<file path="config.mk">
export PLATFORM = sky130hd
export DESIGN_NAME = lin_response_rx_buffer_id_mask
export DESIGN_NICKNAME = d
export VERILOG_FILES = /design/src/rtl/id_match.v /design/src/rtl/lin_response_rx_buffer_id_mask.v
export VERILOG_INCLUDE_DIRS = /design/src /design/src/rtl
export SDC_FILE = /design/constraint.sdc
export NUM_CORES = 1
export LEC_CHECK = 0
export ABC_CLOCK_PERIOD_IN_PS = 2350
export BUFFER_PORTS_ARGS = -buffer_cell sky130_fd_sc_hd__buf_4
export CAP_MARGIN = 5
export CORE_ASPECT_RATIO = 2
export CORE_MARGIN = 4
export CORE_UTILIZATION = 50
export CTS_CLUSTER_SIZE = 28
export DETAILED_ROUTE_END_ITERATION = 10
export PLACE_DENSITY = 0.75
export SYNTH_ARGS = -nofsm -noshare
export SYNTH_HDL_FRONTEND = slang
export SYNTH_SLANG_ARGS = --single-unit
</file>
<file path="constraint.sdc">
create_clock -name aclk -period 2.35 [get_ports aclk]
set_input_delay 0.47 -clock aclk [delete_from_list [all_inputs] [get_ports aclk]]
set_output_delay 0.47 -clock aclk [all_outputs]
set_load 0.01 [all_outputs]
</file>
<file path="src/rtl/lin_rx_filter_regs.vh">
// register offsets, field positions and reset values of the lin receive
// store and identifier filter; included by the filter module's design file only
`ifndef LIN_RX_FILTER_REGS_VH
`define LIN_RX_FILTER_REGS_VH

// byte addresses on the register bus
`define ADDR_RX_BYTES_LOW   6'h00
`define ADDR_RX_BYTES_HIGH  6'h04
`define ADDR_ID_MASKS       6'h08
`define ADDR_SLAVE_ID       6'h0c
`define ADDR_CONTROL        6'h10
`define ADDR_STATUS         6'h14
`define ADDR_IRQ_MASK       6'h18

// mask word fields
`define RX_MASK_HI          23
`define RX_MASK_LO          16
`define TX_MASK_HI          7
`define TX_MASK_LO          0
// identification word field
`define SLAVE_ID_HI         15
`define SLAVE_ID_LO         8
// control bits
`define CTL_LIN_MODE        0
// status / interrupt mask bits
`define ST_RX_READY         0
`define ST_RECEIVE_IDENTIFIER_MATCH_FLAG            1
`define ST_TRANSMIT_IDENTIFIER_MATCH_FLAG            2
`define ST_WIDTH            3

`define MASK_RESET          8'h00
`define SLAVE_ID_RESET      8'h00
`define BYTE_RESET          8'h00
`define WORD_ZERO           32'h00000000
`define NUM_BYTES           8
`define LAST_INDEX          3'h7
`define COUNT_RESET         3'h0
`define FLAGS_RESET         3'h0

// write strobe lanes
`define LANE_RX_MASK        2
`define LANE_SLAVE_ID       1
`define LANE_LOW            0

`define RESP_OKAY           2'b00
`define RESP_SLVERR         2'b10

`endif

</file>
<file path="src/rtl/id_match.v">
// masked identifier compare for one mask
// assumes a purely combinational use inside the filter block
module id_match (
    input  wire [7:0] incoming_id,
    input  wire [7:0] slave_task_identifier,
    input  wire [7:0] id_mask,
    output wire       hit
);
    assign hit = ~|((incoming_id ^ slave_task_identifier) & ~id_mask);
endmodule

</file>
<file path="src/rtl/lin_response_rx_buffer_id_mask.v">
// lin receive byte store and identifier filter with axi4-lite registers
// assumes the receive shift register presents each data byte with a
// one-cycle strobe and each received identifier with its own strobe
//
// The AXI4-Lite slave port and the placing of the registers are this design's own decisions.
`include "lin_rx_filter_regs.vh"

// Functional notes
// - received byte goes to current count index
// - eight bytes packed in two words
// - reading byte 0 clears receive ready
// - frame byte x lands in buffer x-1
// - filter only in lin mode, two masks
// - receive mask hit sets flag, interrupt
// - transmit mask hit sets flag, interrupt
// - zero mask bits are compared
// - one mask bits are ignored
// - reserved mask bits read zero
// - compare against slave task identifier
module lin_response_rx_buffer_id_mask (
    input  wire        aclk,
    input  wire        aresetn,
    input  wire [5:0]  s_axi_awaddr,
    input  wire        s_axi_awvalid,
    output reg         s_axi_awready,
    input  wire [31:0] s_axi_wdata,
    input  wire [3:0]  s_axi_wstrb,
    input  wire        s_axi_wvalid,
    output reg         s_axi_wready,
    output reg  [1:0]  s_axi_bresp,
    output reg         s_axi_bvalid,
    input  wire        s_axi_bready,
    input  wire [5:0]  s_axi_araddr,
    input  wire        s_axi_arvalid,
    output reg         s_axi_arready,
    output reg  [31:0] s_axi_rdata,
    output reg  [1:0]  s_axi_rresp,
    output reg         s_axi_rvalid,
    input  wire        s_axi_rready,
    input  wire [7:0]  receive_shift_register,
    input  wire        rx_byte_valid,
    input  wire        frame_start,
    input  wire [7:0]  incoming_id,
    input  wire        id_valid,
    output reg         irq,
    output reg         receive_ready_flag
);

    // ************************************************************
    // storage
    // ************************************************************
    reg [7:0]  rx_buf_q [0:7];
    reg [2:0]  byte_count_q;
    reg [7:0]  receive_identifier_mask_q;
    reg [7:0]  transmit_identifier_mask_q;
    reg [7:0]  slave_task_identifier_q;
    reg        lin_mode_q;
    reg [2:0]  status_q;
    reg [2:0]  irq_mask_q;
    reg [5:0]  aw_addr_q;
    reg        aw_have_q;
    reg [31:0] w_data_q;
    reg [3:0]  w_strb_q;
    reg        w_have_q;
    wire       rx_hit;
    wire       tx_hit;
    wire       do_write;
    wire       do_read;
    wire       read_status;
    wire       read_low;
    reg [2:0]  events;
    reg [31:0] rd_word;
    reg        rd_ok;
    reg        wr_ok;
    integer    i;

    // merge a write with byte enables
    function [7:0] lane;
        input [7:0] old;
        input [7:0] new_byte;
        input       en;
        begin
            lane = en ? new_byte : old;
        end
    endfunction

    // ************************************************************
    // identifier filter
    // ************************************************************
    // slave task identifier reference
    id_match u_rx_match (
        .incoming_id           (incoming_id),
        .slave_task_identifier (slave_task_identifier_q),
        .id_mask               (receive_identifier_mask_q),
        .hit                   (rx_hit)
    );
    id_match u_tx_match (
        .incoming_id           (incoming_id),
        .slave_task_identifier (slave_task_identifier_q),
        .id_mask               (transmit_identifier_mask_q),
        .hit                   (tx_hit)
    );

    always @* begin
        events = 3'h0;
        events[`ST_RECEIVE_IDENTIFIER_MATCH_FLAG] = id_valid & lin_mode_q & rx_hit;
        events[`ST_TRANSMIT_IDENTIFIER_MATCH_FLAG] = id_valid & lin_mode_q & tx_hit;
        events[`ST_RX_READY] = rx_byte_valid & ~frame_start &
                               (byte_count_q == `LAST_INDEX);
    end

    // ************************************************************
    // bus handshake
    // ************************************************************
    assign do_write = aw_have_q & w_have_q & ~s_axi_bvalid;
    assign do_read  = s_axi_arvalid & s_axi_arready;
    assign read_status = do_read & (s_axi_araddr == `ADDR_STATUS);
    assign read_low    = do_read & (s_axi_araddr == `ADDR_RX_BYTES_LOW);

    always @* begin
        rd_ok = 1'b1;
        rd_word = `WORD_ZERO;
        case (s_axi_araddr)
            `ADDR_RX_BYTES_LOW:
                rd_word = {rx_buf_q[0], rx_buf_q[1], rx_buf_q[2], rx_buf_q[3]};
            `ADDR_RX_BYTES_HIGH:
                rd_word = {rx_buf_q[4], rx_buf_q[5], rx_buf_q[6], rx_buf_q[7]};
            `ADDR_ID_MASKS:
                rd_word = {8'h00, receive_identifier_mask_q,
                           8'h00, transmit_identifier_mask_q};
            `ADDR_SLAVE_ID:
                rd_word = {16'h0000, slave_task_identifier_q, 8'h00};
            `ADDR_CONTROL:
                rd_word = {31'h00000000, lin_mode_q};
            `ADDR_STATUS:
                rd_word = {29'h00000000, status_q | events};
            `ADDR_IRQ_MASK:
                rd_word = {29'h00000000, irq_mask_q};
            default:
                rd_ok = 1'b0;
        endcase
    end

    always @* begin
        case (aw_addr_q)
            `ADDR_ID_MASKS,
            `ADDR_SLAVE_ID,
            `ADDR_CONTROL,
            `ADDR_IRQ_MASK: wr_ok = 1'b1;
            default: wr_ok = 1'b0;
        endcase
    end

    always @(posedge aclk) begin
        if (!aresetn) begin
            s_axi_awready <= 1'b0;
            s_axi_wready  <= 1'b0;
            s_axi_arready <= 1'b0;
            s_axi_bvalid  <= 1'b0;
            s_axi_bresp   <= `RESP_OKAY;
            s_axi_rvalid  <= 1'b0;
            s_axi_rresp   <= `RESP_OKAY;
            s_axi_rdata   <= `WORD_ZERO;
            aw_have_q     <= 1'b0;
            w_have_q      <= 1'b0;
            aw_addr_q     <= 6'h00;
            w_data_q      <= `WORD_ZERO;
            w_strb_q      <= 4'h0;
        end else begin
            s_axi_awready <= ~aw_have_q & ~s_axi_awready & s_axi_awvalid;
            s_axi_wready  <= ~w_have_q & ~s_axi_wready & s_axi_wvalid;
            s_axi_arready <= ~s_axi_rvalid & ~s_axi_arready & s_axi_arvalid;
            if (s_axi_awvalid & s_axi_awready) begin
                aw_have_q <= 1'b1;
                aw_addr_q <= s_axi_awaddr;
            end
            if (s_axi_wvalid & s_axi_wready) begin
                w_have_q <= 1'b1;
                w_data_q <= s_axi_wdata;
                w_strb_q <= s_axi_wstrb;
            end
            if (do_write) begin
                aw_have_q    <= 1'b0;
                w_have_q     <= 1'b0;
                s_axi_bvalid <= 1'b1;
                s_axi_bresp  <= wr_ok ? `RESP_OKAY : `RESP_SLVERR;
            end else if (s_axi_bready) begin
                s_axi_bvalid <= 1'b0;
            end
            if (do_read) begin
                s_axi_rvalid <= 1'b1;
                s_axi_rdata  <= rd_word;
                s_axi_rresp  <= rd_ok ? `RESP_OKAY : `RESP_SLVERR;
            end else if (s_axi_rready) begin
                s_axi_rvalid <= 1'b0;
            end
        end
    end

    // ************************************************************
    // control registers
    // ************************************************************
    always @(posedge aclk) begin
        if (!aresetn) begin
            receive_identifier_mask_q  <= `MASK_RESET;
            transmit_identifier_mask_q <= `MASK_RESET;
            slave_task_identifier_q    <= `SLAVE_ID_RESET;
            lin_mode_q                 <= 1'b0;
            irq_mask_q                 <= `FLAGS_RESET;
        end else if (do_write) begin
            case (aw_addr_q)
                `ADDR_ID_MASKS: begin
                    receive_identifier_mask_q <= lane(
                        receive_identifier_mask_q,
                        w_data_q[`RX_MASK_HI:`RX_MASK_LO],
                        w_strb_q[`LANE_RX_MASK]);
                    transmit_identifier_mask_q <= lane(
                        transmit_identifier_mask_q,
                        w_data_q[`TX_MASK_HI:`TX_MASK_LO],
                        w_strb_q[`LANE_LOW]);
                end
                `ADDR_SLAVE_ID:
                    slave_task_identifier_q <= lane(slave_task_identifier_q,
                        w_data_q[`SLAVE_ID_HI:`SLAVE_ID_LO],
                        w_strb_q[`LANE_SLAVE_ID]);
                `ADDR_CONTROL:
                    if (w_strb_q[`LANE_LOW]) begin
                        lin_mode_q <= w_data_q[`CTL_LIN_MODE];
                    end
                `ADDR_IRQ_MASK:
                    if (w_strb_q[`LANE_LOW]) begin
                        irq_mask_q <= w_data_q[`ST_WIDTH-1:0];
                    end
                default: begin
                end
            endcase
        end
    end

    // ************************************************************
    // receive byte store
    // ************************************************************
    always @(posedge aclk) begin
        if (!aresetn) begin
            for (i = 0; i < `NUM_BYTES; i = i + 1) begin
                rx_buf_q[i] <= `BYTE_RESET;
            end
            byte_count_q <= `COUNT_RESET;
        end else if (frame_start) begin
            byte_count_q <= `COUNT_RESET;
        end else if (rx_byte_valid) begin
            rx_buf_q[byte_count_q] <= receive_shift_register;
            byte_count_q <= byte_count_q + 3'h1;
        end
    end

    // ************************************************************
    // status and interrupt
    // ************************************************************
    always @(posedge aclk) begin
        if (!aresetn) begin
            status_q           <= `FLAGS_RESET;
            receive_ready_flag <= 1'b0;
            irq                <= 1'b0;
        end else begin
            // set wins over read clear
            if (read_status) begin
                status_q <= events;
            end else begin
                status_q <= status_q | events;
            end
            if (events[`ST_RX_READY]) begin
                receive_ready_flag <= 1'b1;
            end else if (read_low) begin
                receive_ready_flag <= 1'b0;
            end
            irq <= |((read_status ? events : (status_q | events))
                     & irq_mask_q);
        end
    end

endmodule

</file>
==> results of run 1 <==
metrics by stage:
step / hold WS (ns) / power [W]
2_1_floorplan: 0.422 / 0.00348
3_3_place_gp: 0.441 / 0.00365
3_5_place_dp: 0.440 / 0.00366
4_1_cts: 0.286 / 0.00644
5_1_grt: 0.298 / 0.00659
6_report: 0.299 / 0.00640
cells in the mapped netlist:
library cell and count:
and3b_1 3, o22ai_1 5, dfxtp_1 110, conb_1 1
nor4_1 4, a21boi_0 44, nor2_1 25, ha_1 2
mux2i_1 44, nor3_1 5, nand4b_1 1, nor2b_1 55
a221oi_1 1, buf_6 1, nand3b_4 1, inv_1 2
a222oi_1 8, nand2b_1 8, nand3b_1 3, xnor2_1 9
buf_2 9, edfxtp_1 64, o21ai_0 36, a21oi_1 7
nor3_2 3, nor4_4 1, or3_1 2, nand3b_2 1
clkbuf_1 27, nand4_1 1, nand2_1 100, o21a_1 1
buf_4 5, and2_1 68, mux2_2 5, a22oi_1 26
and2b_1 1, nand3_1 20, and3_1 1, a22o_1 1
nor4bb_1 3
layout make-up:
type                            count  share of cell area (%)
Inverter                            2                  0.0831
Sequential cell                   174                    45.7
Clock buffer                       18                    4.75
Tap cell                          192                    2.66
Multi-Input combinational cell    497                    34.6
Clock inverter                     14                    1.73
Timing Repair Buffer              126                    10.5
where the power goes:
part / internal, W / switching [W]
sequential: 0.00319 / 0.0000335
combinational: 0.000172 / 0.000203
clock: 0.00159 / 0.00121
total: 0.00495 / 0.00145
critical path, stage by stage, from the launching register on:
cell	delay, ns
dfxtp_1	0.31
or3_1	0.43
nor3_2	0.20
and3_1	0.54
mux2i_1	0.27
nor2b_1	0.07
final timing paths:
check / from / to / cells after the start
worst max-delay path: aw_addr_q[5]$_SDFFE_PN0P_ / slave_task_identifier_q[7]$_SDFFE_PN0P_ / 5
worst min-delay path: s_axi_wdata[2] / w_data_q[2]$_SDFFE_PN0P_ / 3
worst max register to register: aw_addr_q[5]$_SDFFE_PN0P_ / slave_task_identifier_q[7]$_SDFFE_PN0P_ / 5
worst min register to register: aw_have_q$_SDFFE_PP0P_ / s_axi_awready$_SDFF_PN0_ / 1
routing by layer:
layer,wire (um),vias to the layer above
met5,0,-
met4,789,0
met3,744,44
met2,10200,163
met1,6390,2660
li1,-,2703
registers in the layout, indices dropped and copies added, names as in the netlist, 6 cells and up:
name / cells
receive_identifier_mask_q: 8
s_axi_rdata: 32
w_data_q: 24
rx_buf_q: 64
slave_task_identifier_q: 8
aw_addr_q: 6
transmit_identifier_mask_q: 8
logic make-up after synthesis:
group	share of synthesized area (%)
AND/OR/NAND/NOR	22.0
flip-flops	55.4
AO/OA/AOI/OAI	11.8
multiplexers	6.67
buffers and inverters	2.72
XOR/XNOR	1.06
adder cells (fa/ha/maj)	0.336
other	0.0503
==> impl_results.html, run 1 <==
<table>
<tr><th>Metric</th><th>Value</th></tr>
<tr><th colspan="2">GRT</th></tr>
<tr><td>Met2 usage in global routing</td><td>about 41%</td></tr>
<tr><td>Number of antenna violations at the first check in global routing</td><td>0</td></tr>
<tr><td>Grt met3 use</td><td>between 4 and 5%</td></tr>
<tr><td>Layer carrying the most global-route usage</td><td>met2</td></tr>
<tr><td>Sum of overflow across all layers after global routing</td><td>0</td></tr>
<tr><td>Via count of the first global-routing pass</td><td>5,825</td></tr>
<tr><td>Met1 usage in global routing</td><td>21.9%</td></tr>
<tr><td>Overall Global Routing Usage</td><td>approximately 22%</td></tr>
<tr><td>Pin count of the biggest net entering global routing</td><td>84</td></tr>
<tr><td>Wire length of the first global-routing pass</td><td>approximately 29,000 um</td></tr>
<tr><th colspan="2">Layout</th></tr>
<tr><td>Relative area change from synthesis to final layout</td><td>21.2%</td></tr>
<tr><td>Commonest cells after routing, fill and taps aside</td><td>buf_4 (126), dfxtp_1 (110), nand2_1 (100), and2_1 (68), edfxtp_1 (64)</td></tr>
<tr><td>Final instance area</td><td>0.00903 mm^2</td></tr>
<tr><td>Share of the core filled with cells</td><td>62.2%</td></tr>
<tr><td>Area occupied by registers</td><td>0.00412 mm^2</td></tr>
<tr><td>Final std cells w/o fill</td><td>roughly 1,000</td></tr>
<tr><td>Number of antenna diodes</td><td>0</td></tr>
<tr><td>Post-layout net count</td><td>894</td></tr>
<tr><td>Fraction of layout cells with a size suffix above 1</td><td>between 20 and 25%</td></tr>
<tr><td>Fillers</td><td>1,180</td></tr>
<tr><td>Most common cell after layout, fill and taps aside</td><td>buf_4</td></tr>
<tr><td>Combined area of the multi-input logic cells</td><td>0.00313 mm^2</td></tr>
<tr><th colspan="2">Detailed routing</th></tr>
<tr><td>Post-route ant nets</td><td>0</td></tr>
<tr><td>Remaining routing DRC violations</td><td>0</td></tr>
<tr><td>Length of the first detailed-routing pass in iterations</td><td>5</td></tr>
<tr><td>DR vias</td><td>5,570</td></tr>
<tr><td>DRC violation total after the first TritonRoute iteration</td><td>about 290</td></tr>
<tr><td>Routed wire length per instance</td><td>17.7 um</td></tr>
<tr><td>Via/cell ratio</td><td>5.44</td></tr>
<tr><td>Total routed wirelength</td><td>18,100 um</td></tr>
<tr><th colspan="2">Timing</th></tr>
<tr><td>Post-route clock period utilization</td><td>82.9%</td></tr>
<tr><td>Unrepaired setup endpoints after global routing</td><td>false</td></tr>
<tr><td>Summed negative setup slack over all endpoints</td><td>0 ns</td></tr>
<tr><td>Fin. max-slew vios</td><td>0</td></tr>
<tr><td>Timing-limited maximum frequency</td><td>between 500 and 600 MHz</td></tr>
<tr><td>Final number of setup-violating endpoints</td><td>0</td></tr>
<tr><td>Fin crit period</td><td>1.95 ns</td></tr>
<tr><td>Crit path setup slack, layout</td><td>0.402 ns</td></tr>
<tr><td>Tightest slew margin relative to the limit</td><td>55.8%</td></tr>
<tr><td>Post-Route Skew</td><td>roughly 0.015 ns</td></tr>
<tr><td>Final Hold Vio Count</td><td>0</td></tr>
<tr><td>Transition at the pin with the smallest max-transition slack</td><td>0.663 ns</td></tr>
<tr><th colspan="2">Clocking</th></tr>
<tr><td>Root cell of the clock tree</td><td>clkbuf_16</td></tr>
<tr><td>Clock tree from TritonCTS</td><td>built</td></tr>
<tr><td>CTS Sinks</td><td>174</td></tr>
<tr><td>Hold Buf Count CTS</td><td>0</td></tr>
<tr><td>Num CTS Buffers</td><td>17</td></tr>
<tr><td>Setup fix buffers added after clock tree synthesis</td><td>0</td></tr>
<tr><td>Buffer depth of the longest clock path</td><td>2</td></tr>
<tr><td>Worst skew pair latency</td><td>0.43 ns</td></tr>
<tr><td>Number of H-tree levels</td><td>4</td></tr>
<tr><td>Post-CTS clock slew at the launch and capture registers of the worst setup and hold paths</td><td>0.07 ns</td></tr>
<tr><td>Cts repair resizes</td><td>0</td></tr>
<tr><th colspan="2">Synth</th></tr>
<tr><td>Ys Warns</td><td>0</td></tr>
<tr><td>Part of the Yosys area used for sequential elements</td><td>55.4%</td></tr>
<tr><td>Distinct cell type count after synthesis</td><td>41</td></tr>
<tr><td>Post-synthesis cell type with the largest combined area</td><td>dfxtp_1</td></tr>
<tr><td>Cells after synthesis</td><td>714</td></tr>
<tr><td>Syn Area/Cell</td><td>10.4 um^2</td></tr>
<tr><td>Number of synthesized register bits</td><td>174</td></tr>
<tr><td>Share of Yosys cell area claimed by the top area cell type</td><td>29.6%</td></tr>
<tr><td>Combined area of all synthesized cells</td><td>0.00745 mm^2</td></tr>
<tr><td>Leading post-synthesis cells by cell area</td><td>dfxtp_1 (30%), edfxtp_1 (26%), mux2i_1 (5.9%), and2_1 (5.7%), nand2_1 (5.0%)</td></tr>
<tr><th colspan="2">Placement</th></tr>
<tr><td>Placed Cells</td><td>about 990</td></tr>
<tr><td>GPL Wtd Cong</td><td>0.882</td></tr>
<tr><td>Worst-case setup slack after placement</td><td>0.392 ns</td></tr>
<tr><td>Placement-stage cell area</td><td>roughly 0.0084 mm^2</td></tr>
<tr><td>Detail Placement HPWL</td><td>13,600 um</td></tr>
<tr><td>IO buf count</td><td>105</td></tr>
<tr><th colspan="2">Worst setup path</th></tr>
<tr><td>Startpoint type of the worst setup path</td><td>flip-flop</td></tr>
<tr><td>Maximum fanout encountered on the critical timing path</td><td>8</td></tr>
<tr><td>Arrival time worst endpoint</td><td>2.26 ns</td></tr>
<tr><td>Register-to-register setup slack</td><td>roughly 0.40 ns</td></tr>
<tr><td>Setup Crit Path Kind</td><td>flip-flop to flip-flop</td></tr>
<tr><td>Critical Path End Type</td><td>flip-flop</td></tr>
<tr><td>Worst path required time</td><td>2.66 ns</td></tr>
<tr><th colspan="2">Worst hold path</th></tr>
<tr><td>Kind of path behind the tightest hold check</td><td>input pin to flip-flop</td></tr>
<tr><th colspan="2">Run</th></tr>
<tr><td>Number of maximum-capacitance constraint violations</td><td>0</td></tr>
<tr><th colspan="2">Die</th></tr>
<tr><td>Initial standard-cell utilization of the core</td><td>51.4%</td></tr>
<tr><td>Die extent in y</td><td>181 um</td></tr>
<tr><td>Core Area</td><td>0.0145 mm^2</td></tr>
<tr><td>Io pins</td><td>between 100 and 150</td></tr>
<tr><td>Rows</td><td>62</td></tr>
<tr><td>Floorplan die area</td><td>0.0170 mm^2</td></tr>
<tr><td>DIE WIDTH</td><td>between 90 and 100 um</td></tr>
<tr><th colspan="2">Outcome</th></tr>
<tr><td>Outcome</td><td>completed</td></tr>
<tr><th colspan="2">Pwr</th></tr>
<tr><td>Static Leakage</td><td>approximately 3.5 nW</td></tr>
<tr><td>Peak supply drop</td><td>525 uV</td></tr>
<tr><td>Power density cells</td><td>708 mW/mm^2</td></tr>
</table>
No activity file was read; power rests on OpenSTA's default activity.
==> run 2, diff against run 1 <==
--- a/config.mk
+++ b/config.mk
@@ -6,7 +6,7 @@
 export SDC_FILE = /design/constraint.sdc
 export NUM_CORES = 1
 export LEC_CHECK = 0
-export ABC_CLOCK_PERIOD_IN_PS = 2350
+export ABC_CLOCK_PERIOD_IN_PS = 1800
 export BUFFER_PORTS_ARGS = -buffer_cell sky130_fd_sc_hd__buf_4
 export CAP_MARGIN = 5
 export CORE_ASPECT_RATIO = 2
==> constraint.sdc (replaced) <==
create_clock -name aclk -period 1.8 [get_ports aclk]
set_input_delay 0.36 -clock aclk [delete_from_list [all_inputs] [get_ports aclk]]
set_output_delay 0.36 -clock aclk [all_outputs]
set_load 0.01 [all_outputs]
==> run 2 against run 1 <==
  * Global-route usage is 0.22 points higher
  * Largest cell class unchanged
  * Core utilization rose by 1.0 points
  * Die area unchanged
  * Final area increased by 1.7%
  * Sequential share of layout area shrank 0.75 points
  * Critical path depth grew 1
  * Total power grew 30%
  * Final cell count is 1.5% higher
  * Critical endpoint is now irq$_SDFF_PN0_
==> impl_results.html, run 2 (synthesis results as in run 1) <==
<table>
<tr><th>Metric</th><th>Value</th></tr>
<tr><th colspan="2">Die</th></tr>
<tr><td>Initial standard-cell utilization of the core</td><td>slightly above 50%</td></tr>
<tr><td>DIE WIDTH</td><td>94.3 um</td></tr>
<tr><td>Core Area</td><td>roughly 0.015 mm^2</td></tr>
<tr><td>Die extent in y</td><td>181 um</td></tr>
<tr><td>Rows</td><td>62</td></tr>
<tr><td>Io pins</td><td>roughly 120</td></tr>
<tr><td>Floorplan die area</td><td>0.0170 mm^2</td></tr>
<tr><th colspan="2">Timing</th></tr>
<tr><td>Post-route clock period utilization</td><td>97.2%</td></tr>
<tr><td>Summed negative setup slack over all endpoints</td><td>0 ns</td></tr>
<tr><td>Final number of setup-violating endpoints</td><td>0</td></tr>
<tr><td>Unrepaired setup endpoints after global routing</td><td>false</td></tr>
<tr><td>Post-Route Skew</td><td>0.0144 ns</td></tr>
<tr><td>Fin. max-slew vios</td><td>0</td></tr>
<tr><td>Fin crit period</td><td>1.75 ns</td></tr>
<tr><td>Final Hold Vio Count</td><td>0</td></tr>
<tr><td>Timing-limited maximum frequency</td><td>about 570 MHz</td></tr>
<tr><td>Final hold slack</td><td>between 0.15 and 0.2 ns</td></tr>
<tr><th colspan="2">Worst setup path</th></tr>
<tr><td>Maximum fanout encountered on the critical timing path</td><td>4</td></tr>
<tr><td>Highest-delay cell along the critical path</td><td>dfxtp_1</td></tr>
<tr><td>Most prevalent standard cell on the critical path</td><td>ha_1</td></tr>
<tr><td>Worst path required time</td><td>2.10 ns</td></tr>
<tr><td>Maximum single-stage delay on the critical path</td><td>0.35 ns</td></tr>
<tr><td>Startpoint type of the worst setup path</td><td>flip-flop</td></tr>
<tr><td>Arrival time worst endpoint</td><td>2.05 ns</td></tr>
<tr><td>Critical Path End Type</td><td>flip-flop</td></tr>
<tr><td>Setup Crit Path Kind</td><td>flip-flop to flip-flop</td></tr>
<tr><td>Cells along the critical path</td><td>ha_1 -&gt; ha_1 -&gt; and3b_2 -&gt; a22o_1 -&gt; a221oi_2 -&gt; o22ai_1</td></tr>
<tr><th colspan="2">Detailed routing</th></tr>
<tr><td>Via/cell ratio</td><td>approximately 5.4</td></tr>
<tr><td>Total routed wirelength</td><td>approximately 18,000 um</td></tr>
<tr><td>Remaining routing DRC violations</td><td>0</td></tr>
<tr><td>Post-route ant nets</td><td>0</td></tr>
<tr><td>Routed wire length per instance</td><td>around 18 um</td></tr>
<tr><td>DRC violation total after the first TritonRoute iteration</td><td>255</td></tr>
<tr><td>Length of the first detailed-routing pass in iterations</td><td>5</td></tr>
<tr><td>DR vias</td><td>5,598</td></tr>
<tr><th colspan="2">Clocking</th></tr>
<tr><td>CTS Sinks</td><td>174</td></tr>
<tr><td>Setup fix buffers added after clock tree synthesis</td><td>0</td></tr>
<tr><td>Number of H-tree levels</td><td>4</td></tr>
<tr><td>Root cell of the clock tree</td><td>clkbuf_16</td></tr>
<tr><td>Worst skew pair latency</td><td>0.43 ns</td></tr>
<tr><td>Hold Buf Count CTS</td><td>0</td></tr>
<tr><td>Buffer depth of the longest clock path</td><td>2</td></tr>
<tr><td>Post-CTS clock slew at the launch and capture registers of the worst setup and hold paths</td><td>0.07 ns</td></tr>
<tr><td>Num CTS Buffers</td><td>17</td></tr>
<tr><td>Clock tree from TritonCTS</td><td>built</td></tr>
<tr><th colspan="2">Placement</th></tr>
<tr><td>Placed Cells</td><td>1,006</td></tr>
<tr><td>IO buf count</td><td>105</td></tr>
<tr><td>Detail Placement HPWL</td><td>approximately 14,000 um</td></tr>
<tr><td>GPL Wtd Cong</td><td>0.911</td></tr>
<tr><th colspan="2">Pwr</th></tr>
<tr><td>Static Leakage</td><td>3.59 nW</td></tr>
<tr><td>Power density cells</td><td>between 900 and 1000 mW/mm^2</td></tr>
<tr><td>Post-layout total power</td><td>0.00833 W</td></tr>
<tr><td>Peak supply drop</td><td>629 uV</td></tr>
<tr><th colspan="2">Layout</th></tr>
<tr><td>Number of flip-flops under the largest register name</td><td>64</td></tr>
<tr><td>Relative area change from synthesis to final layout</td><td>23.2%</td></tr>
<tr><td>Final std cells w/o fill</td><td>1,038</td></tr>
<tr><td>Post-layout net count</td><td>~910</td></tr>
<tr><td>Commonest cells after routing, fill and taps aside</td><td>buf_4 (137), dfxtp_1 (110), nand2_1 (100), and2_1 (68), edfxtp_1 (64)</td></tr>
<tr><td>Fraction of layout cells with a size suffix above 1</td><td>a little over a fifth</td></tr>
<tr><td>Registers with the most flip-flops</td><td>rx_buf_q (64), s_axi_rdata (32), w_data_q (24)</td></tr>
<tr><td>Most common cell after layout, fill and taps aside</td><td>buf_4</td></tr>
<tr><td>Number of antenna diodes</td><td>0</td></tr>
<tr><td>Top reg by flops</td><td>rx_buf_q</td></tr>
<tr><th colspan="2">GRT</th></tr>
<tr><td>Met2 usage in global routing</td><td>42.7%</td></tr>
<tr><td>Layer carrying the most global-route usage</td><td>met2</td></tr>
<tr><td>Met1 usage in global routing</td><td>approximately 22%</td></tr>
<tr><td>Number of antenna violations at the first check in global routing</td><td>0</td></tr>
<tr><td>Overall Global Routing Usage</td><td>22.1%</td></tr>
<tr><td>Pin count of the biggest net entering global routing</td><td>118</td></tr>
<tr><td>Sum of overflow across all layers after global routing</td><td>0</td></tr>
<tr><td>Grt met3 use</td><td>4.26%</td></tr>
<tr><td>Wire length of the first global-routing pass</td><td>29,000 um</td></tr>
<tr><td>Via count of the first global-routing pass</td><td>5,702</td></tr>
<tr><th colspan="2">Worst hold path</th></tr>
<tr><td>Kind of path behind the tightest hold check</td><td>input pin to flip-flop</td></tr>
<tr><th colspan="2">Outcome</th></tr>
<tr><td>Outcome</td><td>completed</td></tr>
<tr><th colspan="2">Run</th></tr>
<tr><td>Number of maximum-capacitance constraint violations</td><td>0</td></tr>
</table>
==> run 2: metrics by stage <==
stage / util, % / cell area (um^2) / setup slack (ns)
global route: 63.3 / 9180 / 0.0267
detailed placement: 59.2 / 8590 / -0.0220
floorplan: - / 7450 / -0.118
finish: 63.3 / 9180 / 0.0504
CTS: 63.3 / 9180 / 0.0488
global placement: 59.2 / 8590 / 0.0633
==> run 2: timing repair <==
| item | in CTS | in global routing |
|---|---|---|
| pin swaps | 0 | 1 |
| setup endpoints to repair | 1 | 7 |
| resized for setup | 2 | 1 |
==> run 2: worst paths after layout <==
check	start	endpoint	slack, ns	depth (start not counted)
hold / removal	s_axi_wdata[22]	w_data_q[22]$_SDFFE_PN0P_	0.18	3
hold reg to reg	aw_have_q$_SDFFE_PP0P_	s_axi_awready$_SDFF_PN0_	0.45	1
setup / recovery	byte_count_q[0]$_SDFFE_PP0P_	irq$_SDFF_PN0_	0.05	6
setup reg to reg	byte_count_q[0]$_SDFFE_PP0P_	irq$_SDFF_PN0_	0.05	6
==> run 2: power by group <==
part / total, W / internal [W] / switching (W)
registers: 0.00420 / 0.00416 / 0.0000436
clock network: 0.00362 / 0.00196 / 0.00166
logic: 0.000511 / 0.000243 / 0.000269
total: 0.00833 / 0.00636 / 0.00198
==> run 2: cell type report <==
cell class | count | area, um^2
fill | 1157 | 5330
sequential | 174 | 4120
multi-input combinational | 497 | 3130
timing repair buffer | 141 | 1100
clock buffer | 17 | 425
tap | 192 | 240
clock inverter | 15 | 149
inverter | 2 | 7.51
==> run 2: critical path: cells and delay by family, from the launching register on <==
family / cells / cell delay (ns)
AO/OA/AOI/OAI: 3 / 0.62
adder cells (fa/ha/maj): 2 / 0.42
flip-flops: 1 / 0.35
AND/OR/NAND/NOR: 1 / 0.24
==> run 2: routing by layer <==
layer  vias to the layer above  part of all wire [%]
li1                       2729                     -
met1                      2688                    35
met2                       142                    58
met3                        39                   3.7
met4                         0                   3.4
met5                         -                     0
==> run 3, diff against run 2 <==
--- a/config.mk
+++ b/config.mk
@@ -12,9 +12,11 @@
 export CORE_ASPECT_RATIO = 2
 export CORE_MARGIN = 4
 export CORE_UTILIZATION = 50
+export CTS_CLUSTER_DIAMETER = 100
 export CTS_CLUSTER_SIZE = 28
 export DETAILED_ROUTE_END_ITERATION = 10
 export PLACE_DENSITY = 0.75
+export RECOVER_POWER = 100
 export SYNTH_ARGS = -nofsm -noshare
 export SYNTH_HDL_FRONTEND = slang
 export SYNTH_SLANG_ARGS = --single-unit
==> run 3 against run 2 <==
  * Die area did not move
  * Largest cell class unchanged
  * Highest routed layer unchanged
  * Total power fell by 0.25%
  * First-iteration DRC count shrank 3.5%
  * Fmax fell by 0.28%
==> impl_results.html, run 3 (synthesis results as in run 1) <==
<table>
<tr><th>Metric</th><th>Value</th></tr>
<tr><th colspan="2">Run</th></tr>
<tr><td>Number of maximum-capacitance constraint violations</td><td>0</td></tr>
<tr><th colspan="2">Worst setup path</th></tr>
<tr><td>Most prevalent standard cell on the critical path</td><td>ha_1</td></tr>
<tr><td>Worst reg2reg path depth</td><td>6</td></tr>
<tr><td>Cells along the critical path</td><td>ha_1 -&gt; ha_1 -&gt; and3b_1 -&gt; a22o_1 -&gt; a221oi_2 -&gt; o22ai_1</td></tr>
<tr><td>Register-to-register setup slack</td><td>0.05 ns</td></tr>
<tr><td>Setup Crit Path Kind</td><td>flip-flop to flip-flop</td></tr>
<tr><td>Maximum fanout encountered on the critical timing path</td><td>4</td></tr>
<tr><td>Highest-delay cell along the critical path</td><td>dfxtp_1</td></tr>
<tr><td>Arrival time worst endpoint</td><td>2.05 ns</td></tr>
<tr><td>Crit path launch</td><td>byte_count_q[0]$_SDFFE_PP0P_</td></tr>
<tr><td>Worst reg2reg endpoint</td><td>irq$_SDFF_PN0_</td></tr>
<tr><td>Critical Path End Type</td><td>flip-flop</td></tr>
<tr><td>Critical R2R Launch</td><td>byte_count_q[0]$_SDFFE_PP0P_</td></tr>
<tr><td>Maximum single-stage delay on the critical path</td><td>0.35 ns</td></tr>
<tr><td>Startpoint type of the worst setup path</td><td>flip-flop</td></tr>
<tr><td>Worst path required time</td><td>2.09 ns</td></tr>
<tr><th colspan="2">Timing</th></tr>
<tr><td>Timing-limited maximum frequency</td><td>570 MHz</td></tr>
<tr><td>Final Hold Vio Count</td><td>0</td></tr>
<tr><td>Transition at the pin with the smallest max-transition slack</td><td>between 0.7 and 0.8 ns</td></tr>
<tr><td>Fin. max-slew vios</td><td>0</td></tr>
<tr><td>Summed negative setup slack over all endpoints</td><td>0 ns</td></tr>
<tr><td>Post-Route Skew</td><td>0.00978 ns</td></tr>
<tr><td>Final number of setup-violating endpoints</td><td>0</td></tr>
<tr><td>Tightest slew margin relative to the limit</td><td>51.6%</td></tr>
<tr><td>Final hold slack</td><td>0.185 ns</td></tr>
<tr><td>Post-route clock period utilization</td><td>between 90% and 100%</td></tr>
<tr><td>Unrepaired setup endpoints after global routing</td><td>false</td></tr>
<tr><td>Fin crit period</td><td>between 1.5 and 2 ns</td></tr>
<tr><th colspan="2">GRT</th></tr>
<tr><td>Number of antenna violations at the first check in global routing</td><td>0</td></tr>
<tr><td>Sum of overflow across all layers after global routing</td><td>0</td></tr>
<tr><td>Overall Global Routing Usage</td><td>22.1%</td></tr>
<tr><td>Via count of the first global-routing pass</td><td>about 5,700</td></tr>
<tr><td>Wire length of the first global-routing pass</td><td>29,000 um</td></tr>
<tr><td>Pin count of the biggest net entering global routing</td><td>118</td></tr>
<tr><th colspan="2">Layout</th></tr>
<tr><td>Fraction of layout cells with a size suffix above 1</td><td>15.4%</td></tr>
<tr><td>Top reg by flops</td><td>rx_buf_q</td></tr>
<tr><td>Post-layout net count</td><td>a little over 900</td></tr>
<tr><td>Number of antenna diodes</td><td>0</td></tr>
<tr><td>Number of flip-flops under the largest register name</td><td>64</td></tr>
<tr><td>Final std cells w/o fill</td><td>1,038</td></tr>
<tr><td>Most common cell after layout, fill and taps aside</td><td>dfxtp_1</td></tr>
<tr><td>Commonest cells after routing, fill and taps aside</td><td>dfxtp_1 (110), nand2_1 (100), buf_4 (80), edfxtp_1 (64), nor2b_1 (55)</td></tr>
<tr><td>Final instance area</td><td>0.00896 mm^2</td></tr>
<tr><td>Registers with the most flip-flops</td><td>rx_buf_q (64), s_axi_rdata (32), w_data_q (24)</td></tr>
<tr><td>Relative area change from synthesis to final layout</td><td>20.2%</td></tr>
<tr><th colspan="2">Worst hold path</th></tr>
<tr><td>Hold Path Sink</td><td>w_data_q[22]$_SDFFE_PN0P_</td></tr>
<tr><td>Depth of the worst hold-timing path</td><td>3</td></tr>
<tr><td>Kind of path behind the tightest hold check</td><td>input pin to flip-flop</td></tr>
<tr><td>Min-delay src</td><td>s_axi_wdata[22]</td></tr>
<tr><th colspan="2">Clocking</th></tr>
<tr><td>Hold Buf Count CTS</td><td>0</td></tr>
<tr><td>Root cell of the clock tree</td><td>clkbuf_16</td></tr>
<tr><td>Worst skew pair latency</td><td>0.43 ns</td></tr>
<tr><td>Num CTS Buffers</td><td>17</td></tr>
<tr><td>Clock tree from TritonCTS</td><td>built</td></tr>
<tr><td>CTS Sinks</td><td>~170</td></tr>
<tr><td>Buffer depth of the longest clock path</td><td>2</td></tr>
<tr><td>Number of H-tree levels</td><td>4</td></tr>
<tr><td>Setup fix buffers added after clock tree synthesis</td><td>0</td></tr>
<tr><td>Post-CTS clock slew at the launch and capture registers of the worst setup and hold paths</td><td>0.07 ns</td></tr>
<tr><th colspan="2">Die</th></tr>
<tr><td>Floorplan die area</td><td>0.0170 mm^2</td></tr>
<tr><td>Core Area</td><td>0.0145 mm^2</td></tr>
<tr><td>DIE WIDTH</td><td>94.3 um</td></tr>
<tr><td>Io pins</td><td>117</td></tr>
<tr><td>Die extent in y</td><td>181 um</td></tr>
<tr><td>Initial standard-cell utilization of the core</td><td>between 50% and 60%</td></tr>
<tr><td>Rows</td><td>62</td></tr>
<tr><th colspan="2">Detailed routing</th></tr>
<tr><td>DR vias</td><td>5,609</td></tr>
<tr><td>DRC violation total after the first TritonRoute iteration</td><td>246</td></tr>
<tr><td>Via/cell ratio</td><td>5.40</td></tr>
<tr><td>Routed wire length per instance</td><td>17.7 um</td></tr>
<tr><td>Remaining routing DRC violations</td><td>0</td></tr>
<tr><td>Post-route ant nets</td><td>0</td></tr>
<tr><td>Length of the first detailed-routing pass in iterations</td><td>5</td></tr>
<tr><td>Total routed wirelength</td><td>~18,000 um</td></tr>
<tr><th colspan="2">Pwr</th></tr>
<tr><td>Static Leakage</td><td>3.32 nW</td></tr>
<tr><td>Peak supply drop</td><td>635 uV</td></tr>
<tr><td>Power density cells</td><td>just over 900 mW/mm^2</td></tr>
<tr><td>Post-layout total power</td><td>0.00831 W</td></tr>
<tr><th colspan="2">Placement</th></tr>
<tr><td>Detail Placement HPWL</td><td>between 10,000 and 15,000 um</td></tr>
<tr><td>GPL Wtd Cong</td><td>0.911</td></tr>
<tr><td>Placed Cells</td><td>1,006</td></tr>
<tr><td>IO buf count</td><td>~110</td></tr>
<tr><td>Placement-stage cell area</td><td>0.00859 mm^2</td></tr>
<tr><th colspan="2">Outcome</th></tr>
<tr><td>Outcome</td><td>completed</td></tr>
</table>
-- run 3: critical path, delay by kind of cell, from the launching register on --
| kind | cells | cell delay, ns |
|---|---|---|
| DFF | 1 | 0.35 |
| adders and majority gates | 2 | 0.41 |
| AOI/OAI and AO/OA | 3 | 0.62 |
| and+or+nand+nor | 1 | 0.24 |
-- run 3: timing repair --
action,4_1_cts,5_1_grt
pin swaps,0,1
resized for setup,2,1
setup endpoints to repair,1,7
-- run 3: routing by layer --
metal	GRT usage, %	share of wire (%)	wire length, um
met5	0	0	0
met4	9.43	3.5	635
met3	4.26	4.0	739
met2	42.7	58	10600
met1	21.9	35	6370
-- run 3: how the worst max path moves through the flow --
stage                                                endpoint  slack [ns]  cells after the start
floorplan                        rx_buf_q[3][0]$_SDFFCE_PN0P_       -0.12                      4
global placement                               irq$_SDFF_PN0_        0.06                      7
detailed placement                             irq$_SDFF_PN0_       -0.02                      6
CTS                 receive_identifier_mask_q[5]$_SDFFE_PN0P_        0.05                      6
global route                                   irq$_SDFF_PN0_        0.01                      6
finish                                         irq$_SDFF_PN0_        0.05                      6
-- run 3: metrics by stage --
| stage | utilization, % | setup WS (ns) |
|---|---|---|
| 6_report | 61.7 | 0.0454 |
| 5_1_grt | 61.7 | 0.0148 |
| 4_1_cts | 63.3 | 0.0488 |
| 3_5_place_dp | 59.2 | -0.0220 |
| 3_3_place_gp | 59.2 | 0.0633 |
| 2_1_floorplan | - | -0.118 |
-- run 3: final cells by class --
type,instances,area (um^2)
Timing Repair Buffer,141,893
Multi-Input combinational cell,497,3120
Sequential cell,174,4120
Tap cell,192,240
Clock buffer,17,425
Inverter,2,7.51
Fill cell,1234,5550
Clock inverter,15,149
-- run 3: where the power goes --
part / switching, W / internal, W / leakage (nW)
Combinational: 0.000268 / 0.000226 / 1.49
Clock: 0.00166 / 0.00196 / 0.277
Sequential: 0.0000435 / 0.00416 / 1.55
Total: 0.00197 / 0.00634 / 3.32
